**src/intensity_bank_pkg.sv**
```systemverilog
// shared constants and types for the low port intensity bank
package intensity_bank_pkg;
  // serial slave address, arbitrary value, overridden per board
  localparam logic [6:0] SLAVE_ADDR_DEFAULT = 7'h20;
  // intensity register addresses on the serial bus
  localparam logic [7:0] INTENSITY_ONE_ZERO_ADDR = 8'h10;
  localparam logic [7:0] INTENSITY_THREE_TWO_ADDR = 8'h11;
  localparam logic [7:0] INTENSITY_FIVE_FOUR_ADDR = 8'h12;
  localparam logic [7:0] INTENSITY_SEVEN_SIX_ADDR = 8'h13;
  localparam int INTENSITY_COUNT = 4;
  localparam int PORT_COUNT = 8;
  // field layout: odd port in the upper nibble, even port in the lower
  localparam int UPPER_FIELD_LSB = 4;
  localparam int LOWER_FIELD_LSB = 0;
  localparam int FIELD_WIDTH = 4;
  // reset value: every field static, so modulation is off at power-up
  localparam logic [7:0] INTENSITY_RESET = 8'hff;
  localparam logic [7:0] UNMAPPED_READ = 8'h00;
  // duty and master codes
  localparam logic [3:0] DUTY_STATIC = 4'hf;
  localparam logic [3:0] MASTER_OFF = 4'h0;
  localparam logic [3:0] MASTER_FULL = 4'hf;
  localparam logic [3:0] MASTER_LAST_PHASE = 4'he;
  localparam logic [3:0] SLOT_LAST = 4'hf;
  // modulator slot time and its length in clock cycles
  localparam int CLK_PERIOD_NS = 25;
  localparam int PWM_SLOT_NS = 400;
  localparam int PWM_SLOT_CYCLES = PWM_SLOT_NS / CLK_PERIOD_NS;
  // serial slave states
  typedef enum logic [3:0] {
    ST_IDLE, ST_ADDR, ST_ADDR_ACK, ST_CMD, ST_CMD_ACK,
    ST_WDATA, ST_WDATA_ACK, ST_RDATA, ST_RACK
  } slave_state_type;
endpackage : intensity_bank_pkg

```
**src/port_intensity_bank_low.sv**
```systemverilog
// serial register slave and modulators for the low eight ports
// Function
// - address 0x10 upper nibble is the port one duty field, bit 7 msb.
// - address 0x10 lower nibble is the port zero duty field, same coding.
// - duty code n from 0 to 14 sinks the port for n+1 of 16 slots.
// - duty code 1111 gives a static level with no modulation.
// - duty code 1101 gives fourteen sixteenths, steps are linear.
// - write with read/write bit 0, read back stored fields with bit 1.
// - address 0x11 holds port three upper and port two lower.
// - address 0x12 holds port five upper and port four lower.
// - address 0x13 holds port seven upper and port six lower.
// - omitted legacy features keep legacy power-up behaviour.
// - new features use only new addresses, legacy ones keep meaning.
// - master intensity zero stops the oscillator, all outputs static.
// - at power-up modulation and blink features are disabled.
`timescale 1ns/100ps
module port_intensity_bank_low
  import intensity_bank_pkg::*;
#(
  parameter logic [6:0] SLAVE_ADDR = SLAVE_ADDR_DEFAULT,
  parameter int SLOT_CYCLES = PWM_SLOT_CYCLES
)(
  input wire logic clk,
  input wire logic reset,
  input wire logic scl_in,
  input wire logic sda_in,
  output logic sda_out,
  output logic sda_oe,
  input wire logic [3:0] master_intensity,
  input wire logic [7:0] port_off_level,
  output logic port_output_data,
  output logic port_zero_output_oe,
  output logic port_one_output_oe,
  output logic port_two_output_oe,
  output logic port_three_output_oe,
  output logic port_four_output_oe,
  output logic port_five_output_oe,
  output logic port_six_output_oe,
  output logic port_seven_output_oe
);
  // true for the four addresses this bank answers on
  function automatic logic is_intensity(input logic [7:0] addr);
    is_intensity = (addr >= INTENSITY_ONE_ZERO_ADDR) &&
                   (addr <= INTENSITY_SEVEN_SIX_ADDR);
  endfunction : is_intensity

  // register index within the bank
  function automatic logic [1:0] bank_index(input logic [7:0] addr);
    logic [7:0] offset;
    offset = addr - INTENSITY_ONE_ZERO_ADDR;
    bank_index = offset[1:0];
  endfunction : bank_index

  logic [1:0] pins_sync;
  logic scl_s;
  logic sda_s;
  logic scl_d_reg;
  logic sda_d_reg;
  logic scl_rise;
  logic scl_fall;
  logic bus_start;
  logic bus_stop;
  slave_state_type state_reg;
  logic [3:0] bit_cnt_reg;
  logic [7:0] shift_reg;
  logic [7:0] tx_reg;
  logic [7:0] ptr_reg;
  logic rw_reg;
  logic sda_oe_reg;
  logic sda_out_reg;
  logic port_data_reg;
  logic wr_en;
  logic [7:0] rd_byte;
  logic [INTENSITY_COUNT-1:0][7:0] intensity_reg;
  logic [15:0] prescale_reg;
  logic [3:0] slot_reg;
  logic [3:0] phase_reg;
  logic run;
  logic master_on;
  logic [PORT_COUNT-1:0] port_oe;

  // clock and data pins pass the three-stage filter
  pin_sync #(
    .WIDTH(2)
  ) u_pin_sync (
    .clk(clk),
    .reset(reset),
    .pin_in({scl_in, sda_in}),
    .pin_out(pins_sync)
  );
  assign scl_s = pins_sync[1];
  assign sda_s = pins_sync[0];

  // previous filtered levels for edge and condition detection
  always_ff @(posedge clk)
  begin
    if (reset)
    begin
      scl_d_reg <= 1'b1;
      sda_d_reg <= 1'b1;
    end
    else
    begin
      scl_d_reg <= scl_s;
      sda_d_reg <= sda_s;
    end
  end

  // bus events: data moving while the clock is high marks start or stop
  assign scl_rise = scl_s && !scl_d_reg;
  assign scl_fall = !scl_s && scl_d_reg;
  assign bus_start = scl_s && scl_d_reg && sda_d_reg && !sda_s;
  assign bus_stop = scl_s && scl_d_reg && !sda_d_reg && sda_s;

  // write strobe at the clock fall after the eighth data bit
  assign wr_en = (state_reg == ST_WDATA) && scl_fall && (bit_cnt_reg == 4'h8);
  // readback byte; addresses outside the bank read as zero
  assign rd_byte = is_intensity(ptr_reg) ? intensity_reg[bank_index(ptr_reg)]
                                         : UNMAPPED_READ;

  // serial slave: address, command pointer, then data bytes
  always_ff @(posedge clk)
  begin
    if (reset)
    begin
      state_reg <= ST_IDLE;
      bit_cnt_reg <= 4'h0;
      shift_reg <= 8'h00;
      tx_reg <= 8'h00;
      ptr_reg <= 8'h00;
      rw_reg <= 1'b0;
      sda_oe_reg <= 1'b0;
    end
    else if (bus_stop)
    begin
      state_reg <= ST_IDLE;
      sda_oe_reg <= 1'b0;
    end
    else if (bus_start)
    begin
      state_reg <= ST_ADDR;
      bit_cnt_reg <= 4'h0;
      sda_oe_reg <= 1'b0;
    end
    else
    begin
      case (state_reg)
        ST_IDLE:
        begin
          sda_oe_reg <= 1'b0;
        end
        ST_ADDR, ST_CMD, ST_WDATA:
        begin
          if (scl_rise)
          begin
            shift_reg <= {shift_reg[6:0], sda_s};
            bit_cnt_reg <= bit_cnt_reg + 4'h1;
          end
          else if (scl_fall && bit_cnt_reg == 4'h8)
          begin
            if (state_reg == ST_ADDR)
            begin
              if (shift_reg[7:1] == SLAVE_ADDR)
              begin
                rw_reg <= shift_reg[0];
                sda_oe_reg <= 1'b1;
                state_reg <= ST_ADDR_ACK;
              end
              else
                state_reg <= ST_IDLE;
            end
            else if (state_reg == ST_CMD)
            begin
              ptr_reg <= shift_reg;
              sda_oe_reg <= 1'b1;
              state_reg <= ST_CMD_ACK;
            end
            else
            begin
              ptr_reg <= ptr_reg + 8'h01;
              sda_oe_reg <= 1'b1;
              state_reg <= ST_WDATA_ACK;
            end
          end
        end
        ST_ADDR_ACK:
        begin
          if (scl_fall)
          begin
            bit_cnt_reg <= 4'h0;
            if (rw_reg)
            begin
              tx_reg <= rd_byte;
              sda_oe_reg <= !rd_byte[7];
              state_reg <= ST_RDATA;
            end
            else
            begin
              sda_oe_reg <= 1'b0;
              state_reg <= ST_CMD;
            end
          end
        end
        ST_CMD_ACK, ST_WDATA_ACK:
        begin
          if (scl_fall)
          begin
            bit_cnt_reg <= 4'h0;
            sda_oe_reg <= 1'b0;
            state_reg <= ST_WDATA;
          end
        end
        ST_RDATA:
        begin
          if (scl_rise)
            bit_cnt_reg <= bit_cnt_reg + 4'h1;
          else if (scl_fall)
          begin
            if (bit_cnt_reg == 4'h8)
            begin
              sda_oe_reg <= 1'b0;
              ptr_reg <= ptr_reg + 8'h01;
              state_reg <= ST_RACK;
            end
            else
            begin
              tx_reg <= {tx_reg[6:0], 1'b0};
              sda_oe_reg <= !tx_reg[6];
            end
          end
        end
        ST_RACK:
        begin
          // a high acknowledge bit ends the read
          if (scl_rise && sda_s)
            state_reg <= ST_IDLE;
          else if (scl_fall)
          begin
            bit_cnt_reg <= 4'h0;
            tx_reg <= rd_byte;
            sda_oe_reg <= !rd_byte[7];
            state_reg <= ST_RDATA;
          end
        end
        default:
        begin
          state_reg <= ST_IDLE;
          sda_oe_reg <= 1'b0;
        end
      endcase
    end
  end

  // intensity registers; other addresses are left alone
  always_ff @(posedge clk)
  begin
    if (reset)
      intensity_reg <= {INTENSITY_COUNT{INTENSITY_RESET}};
    else if (wr_en && is_intensity(ptr_reg))
      intensity_reg[bank_index(ptr_reg)] <= shift_reg;
  end

  // open-drain data lines only ever pull low
  always_ff @(posedge clk)
  begin
    if (reset)
    begin
      sda_out_reg <= 1'b0;
      port_data_reg <= 1'b0;
    end
    else
    begin
      sda_out_reg <= 1'b0;
      port_data_reg <= 1'b0;
    end
  end

  // modulation oscillator, held cleared while master intensity is zero
  assign run = (master_intensity != MASTER_OFF);
  assign master_on = (master_intensity == MASTER_FULL) ||
                     (phase_reg < master_intensity);

  always_ff @(posedge clk)
  begin
    if (reset || !run)
    begin
      prescale_reg <= 16'h0000;
      slot_reg <= 4'h0;
      phase_reg <= 4'h0;
    end
    else if (prescale_reg == 16'(SLOT_CYCLES - 1))
    begin
      prescale_reg <= 16'h0000;
      slot_reg <= slot_reg + 4'h1;
      if (slot_reg == SLOT_LAST)
        phase_reg <= (phase_reg == MASTER_LAST_PHASE) ? 4'h0
                                                      : phase_reg + 4'h1;
    end
    else
      prescale_reg <= prescale_reg + 16'h0001;
  end

  // one modulator per port; odd ports take the upper nibble
  generate
    for (genvar i = 0; i < PORT_COUNT; i++)
    begin : g_port
      localparam int FIELD_LSB = (i % 2 == 1) ? UPPER_FIELD_LSB
                                              : LOWER_FIELD_LSB;
      intensity_pwm u_pwm (
        .clk(clk),
        .reset(reset),
        .run(run),
        .master_on(master_on),
        .slot(slot_reg),
        .duty(intensity_reg[i / 2][FIELD_LSB +: FIELD_WIDTH]),
        .level(port_off_level[i]),
        .drive_oe(port_oe[i])
      );
    end
  endgenerate

  assign sda_out = sda_out_reg;
  assign sda_oe = sda_oe_reg;
  assign port_output_data = port_data_reg;
  assign port_zero_output_oe = port_oe[0];
  assign port_one_output_oe = port_oe[1];
  assign port_two_output_oe = port_oe[2];
  assign port_three_output_oe = port_oe[3];
  assign port_four_output_oe = port_oe[4];
  assign port_five_output_oe = port_oe[5];
  assign port_six_output_oe = port_oe[6];
  assign port_seven_output_oe = port_oe[7];

  AST_ONE_ZERO_UPPER:
    assert property (@(posedge clk) disable iff (reset)
      (wr_en && ptr_reg == INTENSITY_ONE_ZERO_ADDR)
      |=> intensity_reg[0][7:4] == $past(shift_reg[7:4]))
    else $error("port one field not stored in upper nibble of 0x10");

  AST_ONE_ZERO_LOWER:
    assert property (@(posedge clk) disable iff (reset)
      (wr_en && ptr_reg == INTENSITY_ONE_ZERO_ADDR)
      |=> intensity_reg[0][3:0] == $past(shift_reg[3:0]))
    else $error("port zero field not stored in lower nibble of 0x10");

  AST_THREE_TWO:
    assert property (@(posedge clk) disable iff (reset)
      (wr_en && ptr_reg == INTENSITY_THREE_TWO_ADDR)
      |=> intensity_reg[1] == $past(shift_reg))
    else $error("write to 0x11 not stored");

  AST_FIVE_FOUR:
    assert property (@(posedge clk) disable iff (reset)
      (wr_en && ptr_reg == INTENSITY_FIVE_FOUR_ADDR)
      |=> intensity_reg[2] == $past(shift_reg))
    else $error("write to 0x12 not stored");

  AST_SEVEN_SIX:
    assert property (@(posedge clk) disable iff (reset)
      (wr_en && ptr_reg == INTENSITY_SEVEN_SIX_ADDR)
      |=> intensity_reg[3] == $past(shift_reg))
    else $error("write to 0x13 not stored");

  AST_RETAIN:
    assert property (@(posedge clk) disable iff (reset)
      !wr_en |=> $stable(intensity_reg))
    else $error("intensity field changed without a write");

  AST_FOREIGN_ADDR:
    assert property (@(posedge clk) disable iff (reset)
      (wr_en && !is_intensity(ptr_reg)) |=> $stable(intensity_reg))
    else $error("write outside the bank altered a field");

  AST_POWER_UP:
    assert property (@(posedge clk)
      reset |=> intensity_reg == {INTENSITY_COUNT{INTENSITY_RESET}})
    else $error("fields not static after reset");

  AST_READBACK:
    assert property (@(posedge clk) disable iff (reset)
      (state_reg == ST_ADDR_ACK && scl_fall && rw_reg && !bus_start &&
       !bus_stop && is_intensity(ptr_reg))
      |=> tx_reg == intensity_reg[bank_index(ptr_reg)])
    else $error("readback byte differs from stored field");
endmodule : port_intensity_bank_low

```
**src/pin_sync.sv**
```systemverilog
// three-stage pin synchroniser with agreement filter
`timescale 1ns/100ps
module pin_sync
  import intensity_bank_pkg::*;
#(
  parameter int WIDTH = 2
)(
  input wire logic clk,
  input wire logic reset,
  input wire logic [WIDTH-1:0] pin_in,
  output logic [WIDTH-1:0] pin_out
);
  logic [WIDTH-1:0] s1_reg;
  logic [WIDTH-1:0] s2_reg;
  logic [WIDTH-1:0] s3_reg;
  logic [WIDTH-1:0] out_reg;

  // idle bus lines are high, so the chain resets high
  always_ff @(posedge clk)
  begin
    if (reset)
    begin
      s1_reg <= '1;
      s2_reg <= '1;
      s3_reg <= '1;
      out_reg <= '1;
    end
    else
    begin
      s1_reg <= pin_in;
      s2_reg <= s1_reg;
      s3_reg <= s2_reg;
      // a bit changes only once stages two and three agree
      out_reg <= (s2_reg & s3_reg) | (out_reg & (s2_reg ^ s3_reg));
    end
  end

  assign pin_out = out_reg;
endmodule : pin_sync

```
**src/intensity_pwm.sv**
```systemverilog
// one open-drain port modulator
`timescale 1ns/100ps
module intensity_pwm
  import intensity_bank_pkg::*;
(
  input wire logic clk,
  input wire logic reset,
  input wire logic run,
  input wire logic master_on,
  input wire logic [3:0] slot,
  input wire logic [3:0] duty,
  input wire logic level,
  output logic drive_oe
);
  logic drive_oe_reg;

  // level 0 sinks the pin; pwm only gates the sinking time
  always_ff @(posedge clk)
  begin
    if (reset)
      drive_oe_reg <= 1'b0;
    else if (!run || duty == DUTY_STATIC)
      drive_oe_reg <= !level;
    else
      drive_oe_reg <= master_on && (slot <= duty) && !level;
  end

  assign drive_oe = drive_oe_reg;

  AST_STATIC_CODE:
    assert property (@(posedge clk) disable iff (reset)
      (run && duty == DUTY_STATIC) |=> drive_oe_reg == !$past(level))
    else $error("static code did not give a static level");

  AST_OSC_STOPPED:
    assert property (@(posedge clk) disable iff (reset)
      (!run) [*2] |=> drive_oe_reg == !$past(level))
    else $error("stopped oscillator still modulates the port");

  AST_DUTY_WINDOW:
    assert property (@(posedge clk) disable iff (reset)
      (run && master_on && !level && duty != DUTY_STATIC)
      |=> drive_oe_reg == ($past(slot) <= $past(duty)))
    else $error("sink time does not match n plus one slots");

  AST_FOURTEEN:
    assert property (@(posedge clk) disable iff (reset)
      (run && master_on && !level && duty == 4'hd && slot == 4'he)
      |=> !drive_oe_reg)
    else $error("code 1101 sank for more than fourteen slots");
endmodule : intensity_pwm

```
**config.mk**
```make
export PLATFORM = sky130hd
export DESIGN_NAME = port_intensity_bank_low
export DESIGN_NICKNAME = d
export VERILOG_FILES = /design/src/intensity_bank_pkg.sv /design/src/port_intensity_bank_low.sv /design/src/pin_sync.sv /design/src/intensity_pwm.sv
export SDC_FILE = /design/constraint.sdc
export NUM_CORES = 1
export LEC_CHECK = 0
export ABC_AREA = 1
export BUFFER_PORTS_ARGS = -buffer_cell sky130_fd_sc_hd__buf_2
export CORE_ASPECT_RATIO = 0.75
export CORE_UTILIZATION = 50
export CTS_CLUSTER_DIAMETER = 100
export DETAILED_ROUTE_END_ITERATION = 8
export PLACE_DENSITY = 0.68
export SLEW_MARGIN = 20
export SYNTH_ARGS = -nofsm -noshare
export SYNTH_HDL_FRONTEND = slang
export SYNTH_SLANG_ARGS = --single-unit
```
**constraint.sdc**
```tcl
create_clock -name clk -period 1.6 [get_ports clk]
set_input_delay 0.32 -clock clk [delete_from_list [all_inputs] [get_ports clk]]
set_output_delay 0.32 -clock clk [all_outputs]
set_load 0.02 [all_outputs]
```
After elaboration in Yosys (flattened, before gate mapping)

Index checks and enable logic that the tools add are counted.
W data, S select, Z words.

Bits in registers: 107
Input bits: 16
Logic and storage cells: 243

Add/subtract/negate cells: 6
Order comparisons: 13
Equality and inequality tests: 47
Mux-type cells: 64
Bitwise gates (word level): 8
Reductions and logical operators: 76

Operator list:

| kind                    | number |
|---|---|
| $mux W8                 | 10 |
| $mux W4                 | 15 |
| $eq A4 B4 Y1 const B    | 13 |
| $mux W7                 | 7 |
| $reduce_and A9 Y1       | 4 |
| $bwmux W32              | 1 |
| $le A4 B4 Y1            | 8 |
| $logic_and A1 B1 Y1     | 30 |
| $ne A3 B3 Y1 const B    | 10 |
| $ne A2 B2 Y1 const B    | 13 |
| $pmux W4 S6             | 1 |
| $mux W1                 | 21 |
| $pmux W7 S3             | 1 |
| $add A16 B1 Y16 const B | 1 |
| $bmux W8 S2             | 1 |
| $demux W8 S2            | 1 |
| $eq A16 B4 Y1 const B   | 1 |
| $eq A4 B3 Y1 const B    | 4 |
| $pmux W8 S2             | 1 |
| $logic_not A1 Y1        | 15 |
| $add A4 B1 Y4 const B   | 3 |
| $pmux W4 S3             | 1 |
| $logic_or A1 B1 Y1      | 10 |
| $reduce_and A10 Y1      | 1 |
| 29 further kinds        | 41 |

Logic depth before layout (Yosys ltp)

Word-level depth: 8
Mapped depth: 12

Cells and area by module

From an unflattened synthesis, not the netlist that was laid out.

Cells, all modules: 947
Area, all modules: 6520.0 um^2

Modules (own cells, without submodules):

| module                  | instances | cells an instance | area each (um^2) |
|---|---|---|---|
| port_intensity_bank_low | 1         | 717               | 4973.5 |
| intensity_pwm           | 8         | 26                | 162.7 |
| pin_sync                | 1         | 22                | 245.2 |

Worst setup path before layout

OpenSTA, ideal clock, no wires.

Path kind: reg-to-reg
Start: register prescale_reg[0]
End: register prescale_reg[13]
Library setup time: 122 ps
Arrival time: 1442 ps
Setup slack: 36 ps
Stages on the path, launching flop included: 10
Path buffers: 1
Period minus slack after synthesis: 1564 ps
Path through: dfxtp_1 -> ha_1 -> nand2_1 -> nor2_1 -> inv_1 -> nor2_1 -> nand2_1 -> nand3_1 -> buf_4 -> a21oi_1

Cells in the longest elaborated chain, start to end: 2
Elaborated cells on any way between the ends: 3
Classes of those cells: add/sub: 1; eq/ne: 1; reduce/logical: 1

Ends and longest elaborated chain:

| what                                                    | line                           | source |
|---|---|---|
| start, declared                                         | port_intensity_bank_low.sv:75  | `logic [15:0] prescale_reg;` |
| start signal, assigned                                  | port_intensity_bank_low.sv:300 | `prescale_reg <= prescale_reg + 16'h0001;` |
| branches (longest 2 deep; another with $add A16 B1 Y16) | n/a                            |  |

Several ways; the timed one is not identified.
A chain may end at the register's enable or synchronous reset.

Worst setup path in the final report

Start: register bit_cnt_reg[0]
End: register ptr_reg[2]

Cells in the longest elaborated chain, start to end: 4
Elaborated cells on any way between the ends: 5
Classes of those cells: eq/ne: 3; reduce/logical: 2

Ends and longest elaborated chain:

| what                            | line                                                           | source |
|---|---|---|
| start, declared                 | port_intensity_bank_low.sv:64                                  | `logic [3:0] bit_cnt_reg;` |
| start signal, assigned          | port_intensity_bank_low.sv:157                                 | `bit_cnt_reg <= bit_cnt_reg + 4'h1;` |
| start signal, assigned          | port_intensity_bank_low.sv:216                                 | `bit_cnt_reg <= bit_cnt_reg + 4'h1;` |
| $eq A4 B4 Y1 (*)                | port_intensity_bank_low.sv:159, port_intensity_bank_low.sv:219 |  |
| $logic_and A1 B1 Y1             | port_intensity_bank_low.sv:159                                 | `else if (scl_fall && bit_cnt_reg == 4'h8)` |
| $ne A2 B2 Y1 (no line)          | n/a                                                            |  |
| $reduce_and A9 Y1 (no line) (*) | n/a                                                            |  |
| end signal, assigned            | port_intensity_bank_low.sv:174                                 | `ptr_reg <= shift_reg;` |
| end signal, assigned            | port_intensity_bank_low.sv:180                                 | `ptr_reg <= ptr_reg + 8'h01;` |
| end signal, assigned            | port_intensity_bank_low.sv:222                                 | `ptr_reg <= ptr_reg + 8'h01;` |
| end, declared                   | port_intensity_bank_low.sv:67                                  | `logic [7:0] ptr_reg;` |

Every way passes the cells marked *; elsewhere a longest branch is shown, timed or not.

==> metrics.yaml <==
dieArea_um2: 13000
drt_iter0_drc: 659
avgSynthCellArea_um2: 7.24
ys_seq_area_frac: 0.342
instances_no_fill: 1117
routabilityCongestion: 0.911
synth_common_cells: "nand2_1 (193), dfxtp_1 (107), inv_1 (91)"
largest_reg_flops: 32
timing.rr.start: "bit_cnt_reg[0]"
yosys.area.top_type_share: 0.342
wl_um: 17500
grt_max_degree: 51
cts_buffers: 9
grt_pass1_vias: 5791
fin_skew_ps: 10.2
drive_gt1_frac: 0.244
syn_area_um2: 6260
synth_flop_cell: "dfxtp_1"
cp_max_fo: 8
min_to: "u_pin_sync.s1_reg[1]"
antenna_cells: 0
core_area_um2: 11900
tritoncts: "yes"
synth_async_sr_flop_share: 0
yosys_warnings: 0
hold_depth: 2
required_ps: 1840
die_x_um: 131
cellLeakagePower_nw: 3.65
powerDensity_nw_per_um2: 877
r2r-end: "ptr_reg[2]"
synth-seq-cells: 107
chipHeight_um: 98.9
viasPerCell: 5.57
final.setup.tns_ps: 0
via_count: 6227
cp-end-kind: "register"
cap_violations: 0
htree_num_levels: 3
wl_per_cell_um: 15.7
dpl.hpwl_um: 12100
postSynthCellCount: 864
initial_utilization: 0.527
worstHoldPathType: "in -> reg"
synth_cell_types: 40
cts_root_buffer: "clkbuf_16"
regToRegSetupSlack_ps: 20
clk_latency_ps: 350
hold_buffers: 0
crit_chain: "inv_2 > ha_4 > nand2_2 > nor2_2 > nand2_2 > nand2_4 > nand2_4 > nor2_8 > nand2_8 > o21ai_2 > nor2_1"
drc: 0
dr.pass1.iters: 5
hold_path.startpoint: "scl_in"
syn_to_final_growth_pct: 21.8
port_buffers: 24
synth_top_cells_by_area: "dfxtp_1 (34%), nand2_1 (12%), ha_1 (9.0%)"
vdd_drop_max_uv: 624
power.total_mw: 6.68
grt_first_pass_wirelength_um: 27800
grt_overflow: 0
max_freq_mhz: 633
rows: 34
io_pins: 27
placed_cells: 1082
synth-edff-count: 0
path_class: "reg -> reg"
maxSlewViolCount: 0
cts_sinks: 107
antenna_found_initial: 0
period_share: 0.987
rsz0062_at_grt: "true"
crit_buf_inv: 1
synth_most_common_cell: "nand2_1"
critPathLaunchType: "register"
timing_hold_violations_final: 0
setup_viol: 0
whs_ps: 155
r2r_cells: 11
path_clk_slew_ps: 70
max_stage_delay_ps: 330
crit_family: "simple AND/OR/NAND/NOR gates"
cts_buffer_depth: 2
yosysTopAreaCell: "dfxtp_1"
period_minus_slack_ps: 1580
status: "finished, final reports clean"
worstPathArrival_ps: 1820
ant_nets: 0
fin_nets: 1011
critPathSlowestCell: "dfxtp_2"
grt_use_total: 0.267
==> layout by cell type (no fill, tap or decap), types with 10 or more instances in the layout <==
master	synthesis	layout
nand2_1	193	180
dfxtp_1	107	92
inv_1	91	85
nor2_1	77	70
buf_4	4	63
a21oi_1	66	62
nand3_1	64	60
o21ai_0	48	45
ha_1	45	44
o211ai_1	33	33
buf_2	3	25
nand4_1	19	19
or2_2	15	15
nand2_2	5	14
o211ai_2	14	14
dfxtp_2	0	13
inv_2	8	12
nand3_4	4	10
==> timing repair <==
action,in CTS,in global routing
endpoints found under the setup margin,50,90
pin swaps,3,19
cloned,1,4
buffers inserted,2,12
hold endpoints to repair,0,0
gates resized for setup,14,68
==> worst max path at each step <==
stage / startpoint / end / slack, ps / cells past startpoint
2_1_floorplan: prescale_reg[0] / prescale_reg[13] / 40 / 9
3_3_place_gp: master_intensity[1] / g_port[0].u_pwm.drive_oe / -80 / 10
3_5_place_dp: master_intensity[1] / g_port[5].u_pwm.drive_oe / -140 / 10
4_1_cts: bit_cnt_reg[0] / ptr_reg[2] / 10 / 11
5_1_grt: bit_cnt_reg[0] / ptr_reg[2] / -80 / 11
6_report: bit_cnt_reg[0] / ptr_reg[2] / 20 / 11
==> worst register-to-register path: stages, from the launching register on <==
cell	delay (ps)
dfxtp_2	330
inv_2	70
ha_4	140
nand2_2	50
nor2_2	120
nand2_2	130
nand2_4	120
nand2_4	90
nor2_8	160
nand2_8	100
o21ai_2	120
nor2_1	50
==> routing by layer <==
metal	global-route usage	vias to the layer above	wire length, um
li1	-	3078	-
met1	0.365	2888	8100
met2	0.437	231	7960
met3	0.0422	30	1250
met4	0.0760	0	234
met5	0	-	0
==> report_power, final <==
part | internal, mW | switching (mW) | total [mW]
Clock | 1.42 | 1.03 | 2.45
Combinational | 0.521 | 0.875 | 1.40
Sequential | 2.76 | 0.0773 | 2.84
==> layout make-up <==
class	instances	area [um^2]
clock buffers	10	239
clock inverters	6	86.3
fillers	1049	4250
inverters	101	395
multi-input cells	639	3860
flip-flops and latches	107	2170
well taps	162	203
repair buffers	92	673
==> cells by family (layout without fill, tap and decap cells) <==
family,count (synthesis),in the layout,synth area share
AND/OR/NAND/NOR,408,413,0.305
flip-flops,107,107,0.342
adder cells (fa/ha/maj),45,45,0.0900
XOR/XNOR,7,7,0.00980
buffers and inverters,124,209,0.0822
AO/OA/AOI/OAI,172,172,0.170
other,1,2,0.000599
==> stage by stage <==
stage                     cell area, um^2  setup slack, ps   util
after CTS                            7280             11.1  0.614
after floorplan                      6260             35.7      -
after detailed placement             6890             -135  0.581
final                                7620             20.7  0.642
after global placement               6890            -77.3  0.581
after global routing                 7620            -76.8  0.642
No activity file was read; power rests on OpenSTA's default activity.
